[config.mk]
export PLATFORM = sky130hd
export DESIGN_NAME = gpcmp_ctrl
export DESIGN_NICKNAME = d
export VERILOG_FILES = /design/src/gpcmp_pkg.sv /design/src/gpcmp_sync2.sv /design/src/gpcmp_edge.sv /design/src/gpcmp_ctrl.sv
export SDC_FILE = /design/constraint.sdc
export NUM_CORES = 1
export LEC_CHECK = 0
export BUFFER_PORTS_ARGS = -buffer_cell sky130_fd_sc_hd__buf_2
export CAP_MARGIN = 20
export CELL_PAD_IN_SITES_DETAIL_PLACEMENT = 1
export CELL_PAD_IN_SITES_GLOBAL_PLACEMENT = 2
export CORE_ASPECT_RATIO = 1.1
export CORE_MARGIN = 1.5
export CORE_UTILIZATION = 32
export CTS_CLUSTER_SIZE = 20
export DETAILED_ROUTE_END_ITERATION = 6
export PLACE_DENSITY_LB_ADDON = 0.1
export SLEW_MARGIN = 20
export SYNTH_ARGS = -nofsm -noshare
export SYNTH_HDL_FRONTEND = slang
export SYNTH_HIERARCHICAL = 1
export SYNTH_SLANG_ARGS = --single-unit
[constraint.sdc]
create_clock -name i_sys_clk -period 1.2 [get_ports i_sys_clk]
set_input_delay 0.12 -clock i_sys_clk [delete_from_list [all_inputs] [get_ports i_sys_clk]]
set_output_delay 0.12 -clock i_sys_clk [all_outputs]
set_load 0.01 [all_outputs]
[src/gpcmp_pkg.sv]
// Purpose: Constants for the comparator control logic
// Assumes: 40 MHz system clock, 8-bit register port
// Notes:   Offsets of control and ladder registers are local choices
// Overview of operation
// Control bits [3:1] pick the minus input from pin B7, pin B0, band-gap, ladder, pin A3 or pin A4.
// Control bit 0 picks the plus input from pin B0 or the ladder reference.
// Control bit 4 set inverts the comparator output polarity.
// A read of the control register returns the present comparator result.
// With the pin option on, the result drives pin B0 directly.
// The comparator is off after reset and turns on only when control bit 7 is written one.
// The comparator powers down only when the stop-system instruction powers the device down.
// Control bit 5 set samples the result on each rising edge of the timer2 count clock.
// The sampling clock is the timer2 clock after pre-scaler and scaler, as fed to the counter.
// Ladder register bits 4 and 5 choose the top and bottom ends of the ladder range.
// Ladder bits [3:0] pick one of sixteen equal taps between the chosen ends.
// With both range bits clear the ladder gives VDD/4 plus (tap+1)/32 of VDD.
// Without sync the result follows the polarity-adjusted comparator output with no clocked delay; the code adds 3 flop cycles.
package gpcmp_pkg;
	localparam logic [1:0] GPCMP_CTRL_OFS   = 2'h0;
	localparam logic [1:0] GPCMP_LADDER_OFS = 2'h1;
	localparam int GPCMP_EN_BIT    = 7;
	localparam int GPCMP_PIN_BIT   = 6;
	localparam int GPCMP_SYNC_BIT  = 5;
	localparam int GPCMP_INV_BIT   = 4;
	localparam int GPCMP_MSEL_HI   = 3;
	localparam int GPCMP_MSEL_LO   = 1;
	localparam int GPCMP_PSEL_BIT  = 0;
	localparam int GPCMP_RNG_HI_BIT = 5;
	localparam int GPCMP_RNG_LO_BIT = 4;
	localparam logic [7:0] GPCMP_CTRL_RST   = 8'h00;
	localparam logic [7:0] GPCMP_LADDER_RST = 8'h00;
	localparam logic [7:0] GPCMP_CTRL_WMASK   = 8'hF7;
	localparam logic [7:0] GPCMP_LADDER_WMASK = 8'h3F;
	typedef enum logic [2:0] {
		GPCMP_M_PORTB_SEVEN = 3'h0,
		GPCMP_M_PORTB_ZERO  = 3'h1,
		GPCMP_M_BG          = 3'h2,
		GPCMP_M_LAD         = 3'h3,
		GPCMP_M_PORTA_THREE = 3'h4,
		GPCMP_M_PORTA_FOUR  = 3'h5
	} gpcmp_msel_e;
endpackage : gpcmp_pkg

[src/gpcmp_sync2.sv]
// Purpose: Two-flop synchroniser for asynchronous levels
// Assumes: Destination is i_sys_clk
// Notes:   First stage is read only by the second
module gpcmp_sync2 (
	input  wire logic i_sys_clk,
	input  wire logic i_rst_n,
	input  wire logic i_async,
	output logic      o_sync
);
	logic meta_reg;
	logic meta_next;
	logic sync_next;
	always_comb begin
		meta_next = i_async;
		sync_next = meta_reg;
	end
	always_ff @(posedge i_sys_clk) begin
		if (!i_rst_n) begin
			meta_reg <= 1'b0;
			o_sync   <= 1'b0;
		end else begin
			meta_reg <= meta_next;
			o_sync   <= sync_next;
		end
	end
endmodule : gpcmp_sync2

[src/gpcmp_edge.sv]
// Purpose: Rising edge pulse from a synchronised level
// Assumes: Input already in i_sys_clk domain
// Notes:   One-cycle enable pulse
module gpcmp_edge (
	input  wire logic i_sys_clk,
	input  wire logic i_rst_n,
	input  wire logic i_level,
	output logic      o_rise
);
	logic last_reg;
	always_ff @(posedge i_sys_clk) begin
		if (!i_rst_n) begin
			last_reg <= 1'b0;
		end else begin
			last_reg <= i_level;
		end
	end
	assign o_rise = i_level & ~last_reg;
endmodule : gpcmp_edge

[src/gpcmp_ctrl.sv]
// Purpose: Control logic of the general purpose comparator
// Assumes: Analog core and ladder live outside; register port is 8 bits wide
// Notes:   Result seen by logic passes a two-flop synchroniser
//
// Added by the designer: the register addresses and the address-and-strobe port.
module gpcmp_ctrl
	import gpcmp_pkg::*;
(
	input  wire logic       i_sys_clk,
	input  wire logic       i_rst_n,
	input  wire logic [1:0] i_addr,
	input  wire logic [7:0] i_wdata,
	input  wire logic       i_wr,
	input  wire logic       i_rd,
	output logic [7:0]      o_rdata,
	input  wire logic       i_stopsys,
	input  wire logic       i_cmp_raw,
	input  wire logic       i_timer2_count_clock,
	output logic            o_cmp_enable,
	output logic            o_cmp_powerdown,
	output logic [2:0]      o_minus_sel,
	output logic            o_plus_sel,
	output logic [1:0]      o_ladder_range,
	output logic [3:0]      o_ladder_tap,
	output logic            o_portb_pin_zero_out,
	output logic            o_portb_pin_zero_oe_n,
	output logic            o_result
);
	logic [7:0] ctrl_reg;
	logic [7:0] ctrl_next;
	logic [7:0] ladder_reg;
	logic [7:0] ladder_next;
	logic [7:0] rdata_next;
	logic       pd_reg;
	logic       pd_next;
	logic       held_reg;
	logic       held_next;
	logic       cmp_sync;
	logic       tclk_sync;
	logic       tclk_rise;
	logic       polar;
	logic       result;
	logic [2:0] msel_store_reg;
	logic [2:0] msel_store_next;
	logic       enable_next;
	logic       powerdown_next;
	logic [2:0] minus_sel_next;
	logic       plus_sel_next;
	logic [1:0] ladder_range_next;
	logic [3:0] ladder_tap_next;
	logic       pin_out_next;
	logic       pin_oe_n_next;
	logic       result_next;

	gpcmp_sync2 u_cmp_sync (
		.i_sys_clk (i_sys_clk),
		.i_rst_n   (i_rst_n),
		.i_async   (i_cmp_raw),
		.o_sync    (cmp_sync)
	);

	gpcmp_sync2 u_tclk_sync (
		.i_sys_clk (i_sys_clk),
		.i_rst_n   (i_rst_n),
		.i_async   (i_timer2_count_clock),
		.o_sync    (tclk_sync)
	);

	gpcmp_edge u_tclk_edge (
		.i_sys_clk (i_sys_clk),
		.i_rst_n   (i_rst_n),
		.i_level   (tclk_sync),
		.o_rise    (tclk_rise)
	);

	// Polarity applied before either presentation path
	assign polar = cmp_sync ^ ctrl_reg[GPCMP_INV_BIT];
	// Sync off: combinational pass from polar; the two-flop input synchroniser and the output flop add delay
	assign result = ctrl_reg[GPCMP_SYNC_BIT] ? held_reg : polar;

	always_comb begin
		ctrl_next   = ctrl_reg;
		ladder_next = ladder_reg;
		held_next   = held_reg;
		pd_next     = pd_reg;
		rdata_next  = 8'h00;
		msel_store_next = msel_store_reg;
		if (i_wr && i_addr == GPCMP_CTRL_OFS) begin
			ctrl_next = i_wdata & GPCMP_CTRL_WMASK;
			// Kept apart so the read-only result bit cannot clip the select
			msel_store_next = i_wdata[GPCMP_MSEL_HI:GPCMP_MSEL_LO];
		end
		if (i_wr && i_addr == GPCMP_LADDER_OFS) begin
			ladder_next = i_wdata & GPCMP_LADDER_WMASK;
		end
		// Sampled only on the post-scaler timer2 clock edge
		if (tclk_rise) begin
			held_next = polar;
		end
		// Power-down tracks the stop-system state alone
		pd_next = i_stopsys;
		if (i_rd) begin
			unique case (i_addr)
				GPCMP_CTRL_OFS:   rdata_next = {ctrl_reg[7:4], result, ctrl_reg[2:0]};
				GPCMP_LADDER_OFS: rdata_next = ladder_reg;
				default:          rdata_next = 8'h00;
			endcase
		end
	end

	// Bit 3 of the control read is the result; minus select spans [3:1] on write only
	always_ff @(posedge i_sys_clk) begin
		if (!i_rst_n) begin
			ctrl_reg   <= GPCMP_CTRL_RST;
			ladder_reg <= GPCMP_LADDER_RST;
			held_reg   <= 1'b0;
			pd_reg     <= 1'b0;
			o_rdata    <= 8'h00;
			msel_store_reg <= 3'h0;
		end else begin
			ctrl_reg   <= ctrl_next;
			ladder_reg <= ladder_next;
			held_reg   <= held_next;
			pd_reg     <= pd_next;
			o_rdata    <= rdata_next;
			msel_store_reg <= msel_store_next;
		end
	end

	// Output group; every top-level output except o_rdata is a flop fed from here
	always_comb begin
		enable_next       = ctrl_reg[GPCMP_EN_BIT] & ~pd_reg;
		powerdown_next    = pd_reg;
		minus_sel_next    = msel_store_reg;
		plus_sel_next     = ctrl_reg[GPCMP_PSEL_BIT];
		ladder_range_next = {ladder_reg[GPCMP_RNG_HI_BIT], ladder_reg[GPCMP_RNG_LO_BIT]};
		ladder_tap_next   = ladder_reg[3:0];
		pin_out_next      = result;
		pin_oe_n_next     = ~ctrl_reg[GPCMP_PIN_BIT];
		result_next       = result;
	end

	always_ff @(posedge i_sys_clk) begin
		if (!i_rst_n) begin
			o_cmp_enable          <= 1'b0;
			o_cmp_powerdown       <= 1'b0;
			o_minus_sel           <= 3'h0;
			o_plus_sel            <= 1'b0;
			o_ladder_range        <= 2'h0;
			o_ladder_tap          <= 4'h0;
			o_portb_pin_zero_out  <= 1'b0;
			o_portb_pin_zero_oe_n <= 1'b1;
			o_result              <= 1'b0;
		end else begin
			o_cmp_enable          <= enable_next;
			o_cmp_powerdown       <= powerdown_next;
			o_minus_sel           <= minus_sel_next;
			o_plus_sel            <= plus_sel_next;
			o_ladder_range        <= ladder_range_next;
			o_ladder_tap          <= ladder_tap_next;
			o_portb_pin_zero_out  <= pin_out_next;
			o_portb_pin_zero_oe_n <= pin_oe_n_next;
			o_result              <= result_next;
		end
	end
endmodule : gpcmp_ctrl

==> impl_metrics.py, run 1 <==
metrics = {
    "placement": {
        "dpl-instance-area_mm2": 0.00170,
        "gp_congestion": 0.671,
        "dp_hpwl_mm": 2.00,
        "pre_cts_slack_ns": 0.154,
        "io_buffer_count": 39,
        "dp_cells": 212,
    },
    "worst_setup_path": {
        "reg2reg_to": "o_rdata[3]$_SDFF_PN0_",
        "crit_path_start": "ctrl_reg[4]$_SDFFE_PN0P_",
        "end_kind": "register",
        "crit_type": "register to register",
        "rrSetupSlack_ns": 0.25,
        "path_max_fanout": 3,
        "crit_required_ns": 1.42,
        "startpoint_type": "register",
        "reg2reg_depth": 3,
        "crit_end": "o_rdata[3]$_SDFF_PN0_",
        "cp.arrival_ns": 1.17,
        "r2r_start": "ctrl_reg[4]$_SDFFE_PN0P_",
    },
    "cells_and_area": {
        "largest_reg_flops": 8,
        "ff_latch_area_um2": 861,
        "diodes": 0,
        "fin_area_mm2": 0.00178,
        "multi_input_area_um2": 542,
        "stdcell_count": 220,
        "fillCellCount": 506,
        "fin_nets": 182,
        "area_growth_pct": 23.3,
        "drive_gt1_frac": 0.313,
    },
    "synthesis": {
        "seq_area_frac_synth": 0.596,
        "synth_enable_flop_cells": 0,
        "yosysTopAreaCell": "dfxtp_1",
        "syn_inst": 121,
        "async_flop_share": 0,
        "synth_area_leaders": "dfxtp_1 (60%), mux2i_1 (14%), and2_1 (7.4%)",
        "synth_top_family_by_area": "simple AND/OR/NAND/NOR gates",
        "synth_adder_area_share": 0,
        "synth_top_area_share": 0.596,
        "synth_compound_area_frac": 0.0156,
        "synth_xor_area_frac": 0.00607,
        "yosys.area_share.simple": 0.215,
        "netlist_area_mm2": 0.00144,
        "synth.area.mux_share": 0.139,
        "syn_avg_cell_area_um2": 11.9,
        "ys_ff_latch": 43,
        "syn-num-nets": 138,
        "synth_flop_cell": "dfxtp_1",
        "ys_types": 21,
        "synth_warnings": 6,
    },
    "routing": {
        "drcViolationCount": 0,
        "via_per_inst": 4.35,
        "postRouteAntennaNets": 0,
        "routed-via-count": 956,
        "routed_wl_mm": 2.85,
        "drt_first_iter_violations": 28,
        "firstDrtPassIters": 4,
        "wire_per_inst_um": 12.9,
    },
    "min_path": {
        "hold_path_class": "primary input to register",
        "hold_path_depth": 2,
    },
    "global_routing": {
        "gr-usage-all-layers": 0.132,
        "grt_max_degree": 24,
        "antenna_found_initial": 0,
        "met1_usage": 0.157,
        "grt_pass1_wl_mm": 4.71,
        "grt_use_met3": 0.0459,
        "grt_overflow": 0,
        "busiest_layer": "met2",
        "grtUsageMet2": 0.212,
        "grt_pass1_vias": 979,
    },
    "pwr": {
        "p_leak_nw": 0.835,
        "ir_drop_mv": 0.460,
        "total_power_mw": 2.52,
        "p_per_area_mw_per_mm2": 1420,
    },
    "timing": {
        "rsz0062_at_grt": "false",
        "clock_skew_ns": 0.00406,
        "slew_viol_final": 0,
        "fin_setup_tns_ns": 0,
        "tightestPinTransition_ns": 0.369,
        "setup_viol": 0,
        "maxSlewHeadroom": 0.753,
        "period_share": 0.790,
        "clock.fmax_mhz": 1060,
        "finalHoldViolCount": 0,
        "post-route-min-period_ns": 0.948,
        "setup_ws_ns": 0.252,
    },
    "clock_tree": {
        "cts_setup_buffers": 0,
        "cts_buffers": 5,
        "htree_num_levels": 2,
        "cts_tree": "yes",
        "clk_latency_ns": 0.29,
        "cts_root_buf": "clkbuf_8",
        "ctsResizeCount": 0,
        "clkTransAtPathRegs_ns": 0.08,
        "clk_path_buf_depth": 2,
        "clock_sinks": 43,
        "cts_hold_buf": 0,
    },
    "floorplan": {
        "num_rows": 25,
        "die_h_um": 73.5,
        "die-width_um": 67.0,
        "start_util": 0.334,
        "die_area_mm2": 0.00492,
        "pin_count": 40,
        "fp.coreArea_mm2": 0.00432,
    },
    "outcome": {
        "status": "finished, final reports clean",
    },
    "run": {
        "maxCapViolations": 0,
    },
}
==> synth_stat cells, types with 2 or more instances <==
| library cell | instances |
|---|---|
| and2_1 | 17 |
| buf_4 | 2 |
| clkbuf_1 | 3 |
| dfxtp_1 | 43 |
| mux2i_1 | 20 |
| nand2_1 | 2 |
| nor2_1 | 5 |
| nor2b_1 | 15 |
| nor3b_1 | 2 |
==> through the flow <==
stage          utilization  hold WS [ns]
6_report             0.412        0.0353
2_1_floorplan            -         0.242
5_1_grt              0.412        0.0340
3_5_place_dp         0.394         0.335
4_1_cts              0.412        0.0291
3_3_place_gp         0.394         0.325
==> placed cells by master, fill, tap and decap left out, drive strengths merged <==
cell type	instances
nor2b	16
o211ai	1
xor2	1
nand3b	2
nor3b	3
clkbuf	7
inv	1
clkinv	1
and2	17
o211a	1
buf	43
and3b	1
a21oi	1
nand2b	1
nor2	5
nand2	2
mux2i	20
dfxtp	43
==> worst min-delay path by stage <==
stage / end / start / slack [ns]
after global placement: pd_reg$_SDFF_PN0_ / i_stopsys / 0.33
after detailed placement: u_tclk_sync/meta_reg$_SDFF_PN0_ / i_timer2_count_clock / 0.33
final: pd_reg$_SDFF_PN0_ / i_stopsys / 0.04
after floorplan: u_cmp_sync/meta_reg$_SDFF_PN0_ / i_rst_n / 0.24
after CTS: u_tclk_sync/meta_reg$_SDFF_PN0_ / i_timer2_count_clock / 0.03
after global routing: u_tclk_sync/meta_reg$_SDFF_PN0_ / i_timer2_count_clock / 0.03
==> area by class of cell <==
type                    instances  share of cell area
flip-flops and latches         43               0.483
multi-input cells              71               0.304
repair buffers                 43               0.126
clock buffers                   7              0.0429
well taps                      54              0.0379
clock inverters                 1             0.00281
inverters                       1             0.00211
==> worst max-delay path, cell delays in order (launching register included) <==
cell and delay, ns:
dfxtp_1 0.37, xor2_1 0.26, o211ai_1 0.12, a21oi_1 0.13
==> power by group <==
group	internal, mW	total (mW)	switching (mW)
registers	1.46	1.48	0.0181
logic	0.0890	0.173	0.0836
clock network	0.408	0.866	0.458
total	1.96	2.52	0.560
==> cell families after synthesis <==
family | count (synthesis)
AO/OA/AOI/OAI | 3
multiplexers | 20
XOR/XNOR | 1
flip-flops | 43
buffers and inverters | 7
AND/OR/NAND/NOR | 47
==> metal layers <==
layer | vias up | wire (um)
met3 | 6 | 171
met1 | 444 | 1270
met5 | - | 0
li1 | 476 | -
met2 | 30 | 1350
met4 | 0 | 60
Note: power is estimated with default switching activity, not from simulation.
==> run 2: changes to the inputs <==
--- a/config.mk
+++ b/config.mk
@@ -5,13 +5,14 @@
 export SDC_FILE = /design/constraint.sdc
 export NUM_CORES = 1
 export LEC_CHECK = 0
+export ABC_AREA = 1
 export BUFFER_PORTS_ARGS = -buffer_cell sky130_fd_sc_hd__buf_2
 export CAP_MARGIN = 20
 export CELL_PAD_IN_SITES_DETAIL_PLACEMENT = 1
 export CELL_PAD_IN_SITES_GLOBAL_PLACEMENT = 2
 export CORE_ASPECT_RATIO = 1.1
 export CORE_MARGIN = 1.5
-export CORE_UTILIZATION = 32
+export CORE_UTILIZATION = 29
 export CTS_CLUSTER_SIZE = 20
 export DETAILED_ROUTE_END_ITERATION = 6
 export PLACE_DENSITY_LB_ADDON = 0.1
==> constraint.sdc (replaced) <==
create_clock -name i_sys_clk -period 0.9 [get_ports i_sys_clk]
set_input_delay 0.09 -clock i_sys_clk [delete_from_list [all_inputs] [get_ports i_sys_clk]]
set_output_delay 0.09 -clock i_sys_clk [all_outputs]
set_load 0.01 [all_outputs]
==> impl_metrics.py, run 2 <==
metrics = {
    "floorplan": {
        "pin_count": 40,
        "start_util": 0.307,
        "die-width_um": 70.4,
        "fp.coreArea_mm2": 0.00472,
        "die_area_mm2": 0.00543,
        "die_h_um": 77.2,
        "num_rows": 26,
    },
    "worst_setup_path": {
        "startpoint_type": "register",
        "crit_required_ns": 1.08,
        "path_max_fanout": 2,
        "crit_type": "register to register",
        "end_kind": "register",
        "cp.arrival_ns": 1.04,
    },
    "clock_tree": {
        "clk_path_buf_depth": 2,
        "cts_root_buf": "clkbuf_8",
        "clock_sinks": 43,
        "clk_latency_ns": 0.30,
        "htree_num_levels": 2,
        "cts_tree": "yes",
        "clkTransAtPathRegs_ns": 0.08,
        "cts_buffers": 5,
    },
    "synthesis": {
        "async_flop_share": 0,
        "ys_ff_latch": 43,
        "seq_area_frac_synth": 0.594,
        "ys_types": 19,
        "syn-num-nets": 185,
        "yosysMostFrequentCell": "dfxtp_1",
        "syn_inst": 168,
        "synth_top_area_share": 0.594,
        "synth_enable_flop_cells": 0,
        "yosysTopAreaCell": "dfxtp_1",
        "synth_warnings": 6,
        "synth_area_leaders": "dfxtp_1 (59%), nand2_1 (10%), inv_1 (7.0%)",
        "netlist_top_cells_count": "dfxtp_1 (43), nand2_1 (40), inv_1 (27)",
        "syn_avg_cell_area_um2": 8.63,
        "synth_flop_cell": "dfxtp_1",
        "netlist_area_mm2": 0.00145,
    },
    "global_routing": {
        "grt_pass1_wl_mm": 5.66,
        "grt_pass1_vias": 1260,
        "grt_overflow": 0,
        "antenna_found_initial": 0,
        "gr-usage-all-layers": 0.135,
        "grt_max_degree": 15,
    },
    "pwr": {
        "p_leak_nw": 0.969,
        "p_per_area_mw_per_mm2": 1910,
        "ir_drop_mv": 0.812,
    },
    "timing": {
        "finalHoldViolCount": 0,
        "period_share": 0.958,
        "tightestPinTransition_ns": 0.379,
        "maxSlewHeadroom": 0.747,
        "clock_skew_ns": 0.00160,
        "holdWs_ns": 0.0368,
        "post-route-min-period_ns": 0.863,
        "setup_viol": 0,
        "slew_viol_final": 0,
        "rsz0062_at_grt": "true",
        "clock.fmax_mhz": 1160,
    },
    "cells_and_area": {
        "fin_area_mm2": 0.00191,
        "diodes": 0,
        "final_util": 0.405,
        "area_growth_pct": 31.8,
        "fillCellCount": 591,
        "drive_gt1_frac": 0.353,
        "largest_reg_flops": 8,
        "mostFrequentLayoutCells": "dfxtp_1 (40), buf_2 (39), nand2_1 (38), inv_1 (25), a21oi_1 (15)",
        "fin_nets": 237,
        "mostFrequentLayoutCell": "dfxtp_1",
    },
    "routing": {
        "wire_per_inst_um": 12.1,
        "via_per_inst": 4.40,
        "routed-via-count": 1218,
        "postRouteAntennaNets": 0,
        "routed_wl_mm": 3.35,
        "firstDrtPassIters": 4,
        "drt_first_iter_violations": 40,
        "drcViolationCount": 0,
    },
    "outcome": {
        "status": "finished, final reports clean",
    },
    "min_path": {
        "hold_path_class": "primary input to register",
    },
    "placement": {
        "dpl-instance-area_mm2": 0.00172,
        "dp_hpwl_mm": 2.40,
        "gp_congestion": 0.743,
        "io_buffer_count": 39,
    },
    "run": {
        "maxCapViolations": 0,
    },
}
run 2: changes by cell type in the layout (fill, tap and decap cells not counted), sizes merged, moves of 7 or more:
cell,previous run,this run
nor2,5,12
mux2i,20,0
o21ai,0,8
inv,1,28
a21oi,1,16
nor2b,16,0
nand3,0,9
and2,17,0
nand2,2,41
run 2: repair_timing:
| item | in CTS | in global routing |
|---|---|---|
| setup buffers | 1 | 1 |
| hold endpoints to repair | 3 | 0 |
| endpoints found under the setup margin | 2 | 3 |
| hold buffers | 3 | 0 |
| pin swaps | 0 | 2 |
| resized for setup | 3 | 11 |
run 2: path summary, 6_finish.rpt:
check,to,slack (ns),start,depth (start not counted)
worst max register to register,o_rdata[3]$_SDFF_PN0_,0.04,ctrl_reg[5]$_SDFFE_PN0P_,4
worst max-delay path,o_rdata[3]$_SDFF_PN0_,0.04,ctrl_reg[5]$_SDFFE_PN0P_,4
worst min register to register,o_portb_pin_zero_oe_n$_SDFF_PN1_,0.39,ctrl_reg[6]$_SDFFE_PN0P_,1
worst min-delay path,o_portb_pin_zero_oe_n$_SDFF_PN1_,0.04,i_rst_n,2
run 2: where the power goes:
part | switching [mW] | internal, mW | leakage, nW
clock network | 0.643 | 0.700 | 0.0515
logic | 0.183 | 0.135 | 0.566
registers | 0.0299 | 1.97 | 0.351
run 2: cell type report:
cell class,instances,area [um^2],area share
multi-input combinational,91,474,0.248
sequential,43,865,0.453
clock buffer,8,100,0.0524
timing repair buffer,51,297,0.155
inverter,28,105,0.0550
tap,56,70.1,0.0367
run 2: cells by family after synthesis:
family                 after synthesis  synth area share
flip-flops                          43             0.594
buffers and inverters               34             0.103
AND/OR/NAND/NOR                     66             0.200
AO/OA/AOI/OAI                       25             0.104
run 2: worst max-delay path: stages, from the launching register on:
cell     delay [ns]
dfxtp_2        0.34
inv_2          0.04
or2_4          0.23
nand3_2        0.08
a21oi_2        0.05
run 2: metal layers:
layer  track usage  routed length, um
met1         0.143               1390
met2         0.241               1730
met3        0.0473                151
met4        0.0577                 70
met5             0                  0
run 2: per-stage QoR:
step | TNS (ns) | worst slack [ns] | total power, mW | std cells
2_1_floorplan | 0 | 0.0225 | 2.20 | 168
3_3_place_gp | 0 | 0.00876 | 2.32 | 264
3_5_place_dp | -0.0420 | -0.0420 | 2.33 | 264
4_1_cts | 0 | 0.00912 | 3.68 | 276
5_1_grt | -0.0130 | -0.0130 | 3.83 | 277
6_report | 0 | 0.0374 | 3.66 | 277
==> run 3: changes to the inputs <==
--- a/config.mk
+++ b/config.mk
@@ -15,9 +15,8 @@
 export CORE_UTILIZATION = 29
 export CTS_CLUSTER_SIZE = 20
 export DETAILED_ROUTE_END_ITERATION = 6
-export PLACE_DENSITY_LB_ADDON = 0.1
+export PLACE_DENSITY = 0.77
 export SLEW_MARGIN = 20
 export SYNTH_ARGS = -nofsm -noshare
 export SYNTH_HDL_FRONTEND = slang
-export SYNTH_HIERARCHICAL = 1
 export SYNTH_SLANG_ARGS = --single-unit
==> impl_metrics.py, run 3 <==
metrics = {
    "outcome": {
        "status": "finished, final reports clean",
    },
    "timing": {
        "setup_ws_ns": 0.0585,
        "period_share": 0.935,
        "clock_skew_ns": 0.00648,
        "slew_viol_final": 0,
        "post-route-min-period_ns": 0.841,
        "tightestPinTransition_ns": 0.333,
        "finalHoldViolCount": 0,
        "maxSlewHeadroom": 0.777,
        "fin_setup_tns_ns": 0,
        "rsz0062_at_grt": "true",
        "clock.fmax_mhz": 1190,
        "setup_viol": 0,
    },
    "synthesis": {
        "synth_area_leaders": "dfxtp_1 (60%), nand2_1 (10%), inv_1 (6.8%)",
        "synth_top_area_share": 0.598,
        "ys_ff_latch": 43,
        "async_flop_share": 0,
        "syn_inst": 168,
        "yosysTopAreaCell": "dfxtp_1",
        "netlist_area_mm2": 0.00144,
        "synth_flop_cell": "dfxtp_1",
        "seq_area_frac_synth": 0.598,
        "yosysMostFrequentCell": "dfxtp_1",
        "synth_enable_flop_cells": 0,
        "synth_warnings": 0,
        "syn_avg_cell_area_um2": 8.57,
        "netlist_top_cells_count": "dfxtp_1 (43), nand2_1 (40), inv_1 (26)",
        "ys_types": 20,
        "syn-num-nets": 185,
    },
    "routing": {
        "firstDrtPassIters": 4,
        "via_per_inst": 4.30,
        "wire_per_inst_um": 11.3,
        "routed_wl_mm": 3.11,
        "drt_first_iter_violations": 34,
        "drcViolationCount": 0,
        "postRouteAntennaNets": 0,
        "routed-via-count": 1182,
    },
    "pwr": {
        "p_leak_nw": 0.951,
        "p_clk_frac": 0.345,
        "net-switching-power_uw": 811,
        "power_switching_share": 0.231,
        "p_int_mw": 2.70,
        "power_frac_comb": 0.087,
        "p_per_area_mw_per_mm2": 1870,
        "power_frac_seq": 0.568,
        "ir_drop_mv": 0.797,
    },
    "worst_setup_path": {
        "end_kind": "output pin",
        "cp.buffers_inverters": 1,
        "cp.arrival_ns": 0.75,
        "crit_type": "register to output pin",
        "critPathSlowestCell": "dfxtp_1",
        "cp_top_family": "flip-flops",
        "path_max_fanout": 2,
        "startpoint_type": "register",
        "path_cells": "buf_2",
        "max_stage_delay_ns": 0.33,
        "crit_required_ns": 0.81,
    },
    "cells_and_area": {
        "multi_input_area_um2": 458,
        "diodes": 0,
        "final_util": 0.398,
        "largest_reg_flops": 8,
        "fillCellCount": 584,
        "mostFrequentLayoutCells": "dfxtp_1 (40), buf_2 (39), nand2_1 (38), inv_1 (24), a21oi_1 (14)",
        "fin_area_mm2": 0.00188,
        "drive_gt1_frac": 0.338,
        "mostFrequentLayoutCell": "dfxtp_1",
        "area_growth_pct": 30.4,
        "fin_nets": 236,
        "ff_latch_area_um2": 865,
    },
    "clock_tree": {
        "cts_root_buf": "clkbuf_8",
        "clock_sinks": 43,
        "cts_buffers": 5,
        "clkTransAtPathRegs_ns": 0.07,
        "clk_latency_ns": 0.29,
        "htree_num_levels": 2,
        "clk_path_buf_depth": 2,
        "cts_tree": "yes",
    },
    "global_routing": {
        "grt_max_degree": 14,
        "antenna_found_initial": 0,
        "gr-usage-all-layers": 0.124,
        "grt_overflow": 0,
        "grt_pass1_vias": 1187,
        "grt_pass1_wl_mm": 5.28,
    },
    "placement": {
        "pre_cts_slack_ns": -0.0197,
        "io_buffer_count": 39,
        "dpl-instance-area_mm2": 0.00172,
        "dp_hpwl_mm": 2.33,
        "gp_congestion": 0.721,
    },
    "min_path": {
        "hold_path_class": "primary input to register",
    },
    "floorplan": {
        "die_h_um": 76.9,
        "start_util": 0.305,
        "die-width_um": 70.2,
        "num_rows": 26,
        "fp.coreArea_mm2": 0.00472,
        "pin_count": 40,
        "die_area_mm2": 0.00540,
    },
    "run": {
        "maxCapViolations": 0,
    },
}
## run 3: timing repair
item                       4_1_cts  5_1_grt
hold endpoints to repair         3        0
hold buffers                     3        0
buffers inserted                 0        1
setup endpoints to repair        1        2
cloned                           0        0
gates resized for setup          3       10
pin swaps                        0        2
## run 3: per-layer routing
metal / up-vias / global-route usage / part of all wire
met1: 538 / 0.138 / 0.43
met3: 3 / 0.0420 / 0.046
met4: 0 / 0.0404 / 0.012
met5: - / 0 / 0
li1: 612 / - / -
met2: 29 / 0.221 / 0.51
## run 3: power by group through the flow
stage	clock, mW	combinational, mW	sequential [mW]
floorplan	0	0.154	2.04
global placement	0	0.279	2.04
detailed placement	0	0.282	2.04
CTS	1.28	0.296	1.99
global route	1.36	0.346	2.00
finish	1.21	0.306	2.00
## run 3: final timing paths
| check | cells past startpoint | startpoint | slack [ns] | to |
|---|---|---|---|---|
| min reg2reg | 1 | ctrl_reg[6]$_SDFFE_PN0P_ | 0.39 | o_portb_pin_zero_oe_n$_SDFF_PN1_ |
| max reg2reg | 5 | ctrl_reg[5]$_SDFFE_PN0P_ | 0.06 | o_rdata[3]$_SDFF_PN0_ |
| max | 1 | o_result$_SDFF_PN0_ | 0.06 | o_result |
| min | 3 | i_wdata[1] | 0.07 | minus_sel_next[0]$_SDFFE_PN0P_ |
## run 3: cell type report
type                       instances  share of cell area
sequential                        43               0.460
inverter                          27              0.0540
clock inverter                     1             0.00266
multi-input combinational         91               0.244
clock buffer                       6              0.0440
timing repair buffer              51               0.158
tap                               56              0.0373
## run 3: kinds of logic (layout without fill, tap and decap cells)
family / Yosys count / after routing / share of synthesized area
buffers and inverters: 34 / 85 / 0.104
flip-flops: 43 / 43 / 0.598
AND/OR/NAND/NOR: 65 / 65 / 0.196
AO/OA/AOI/OAI: 26 / 26 / 0.102
## run 3: through the flow
stage | std cells | power (mW) | hold slack, ns
3_5_place_dp | 264 | 2.32 | 0.279
5_1_grt | 275 | 3.71 | 0.0726
6_report | 275 | 3.51 | 0.0656
2_1_floorplan | 168 | 2.20 | 0.188
3_3_place_gp | 264 | 2.32 | 0.270
4_1_cts | 274 | 3.57 | 0.0556
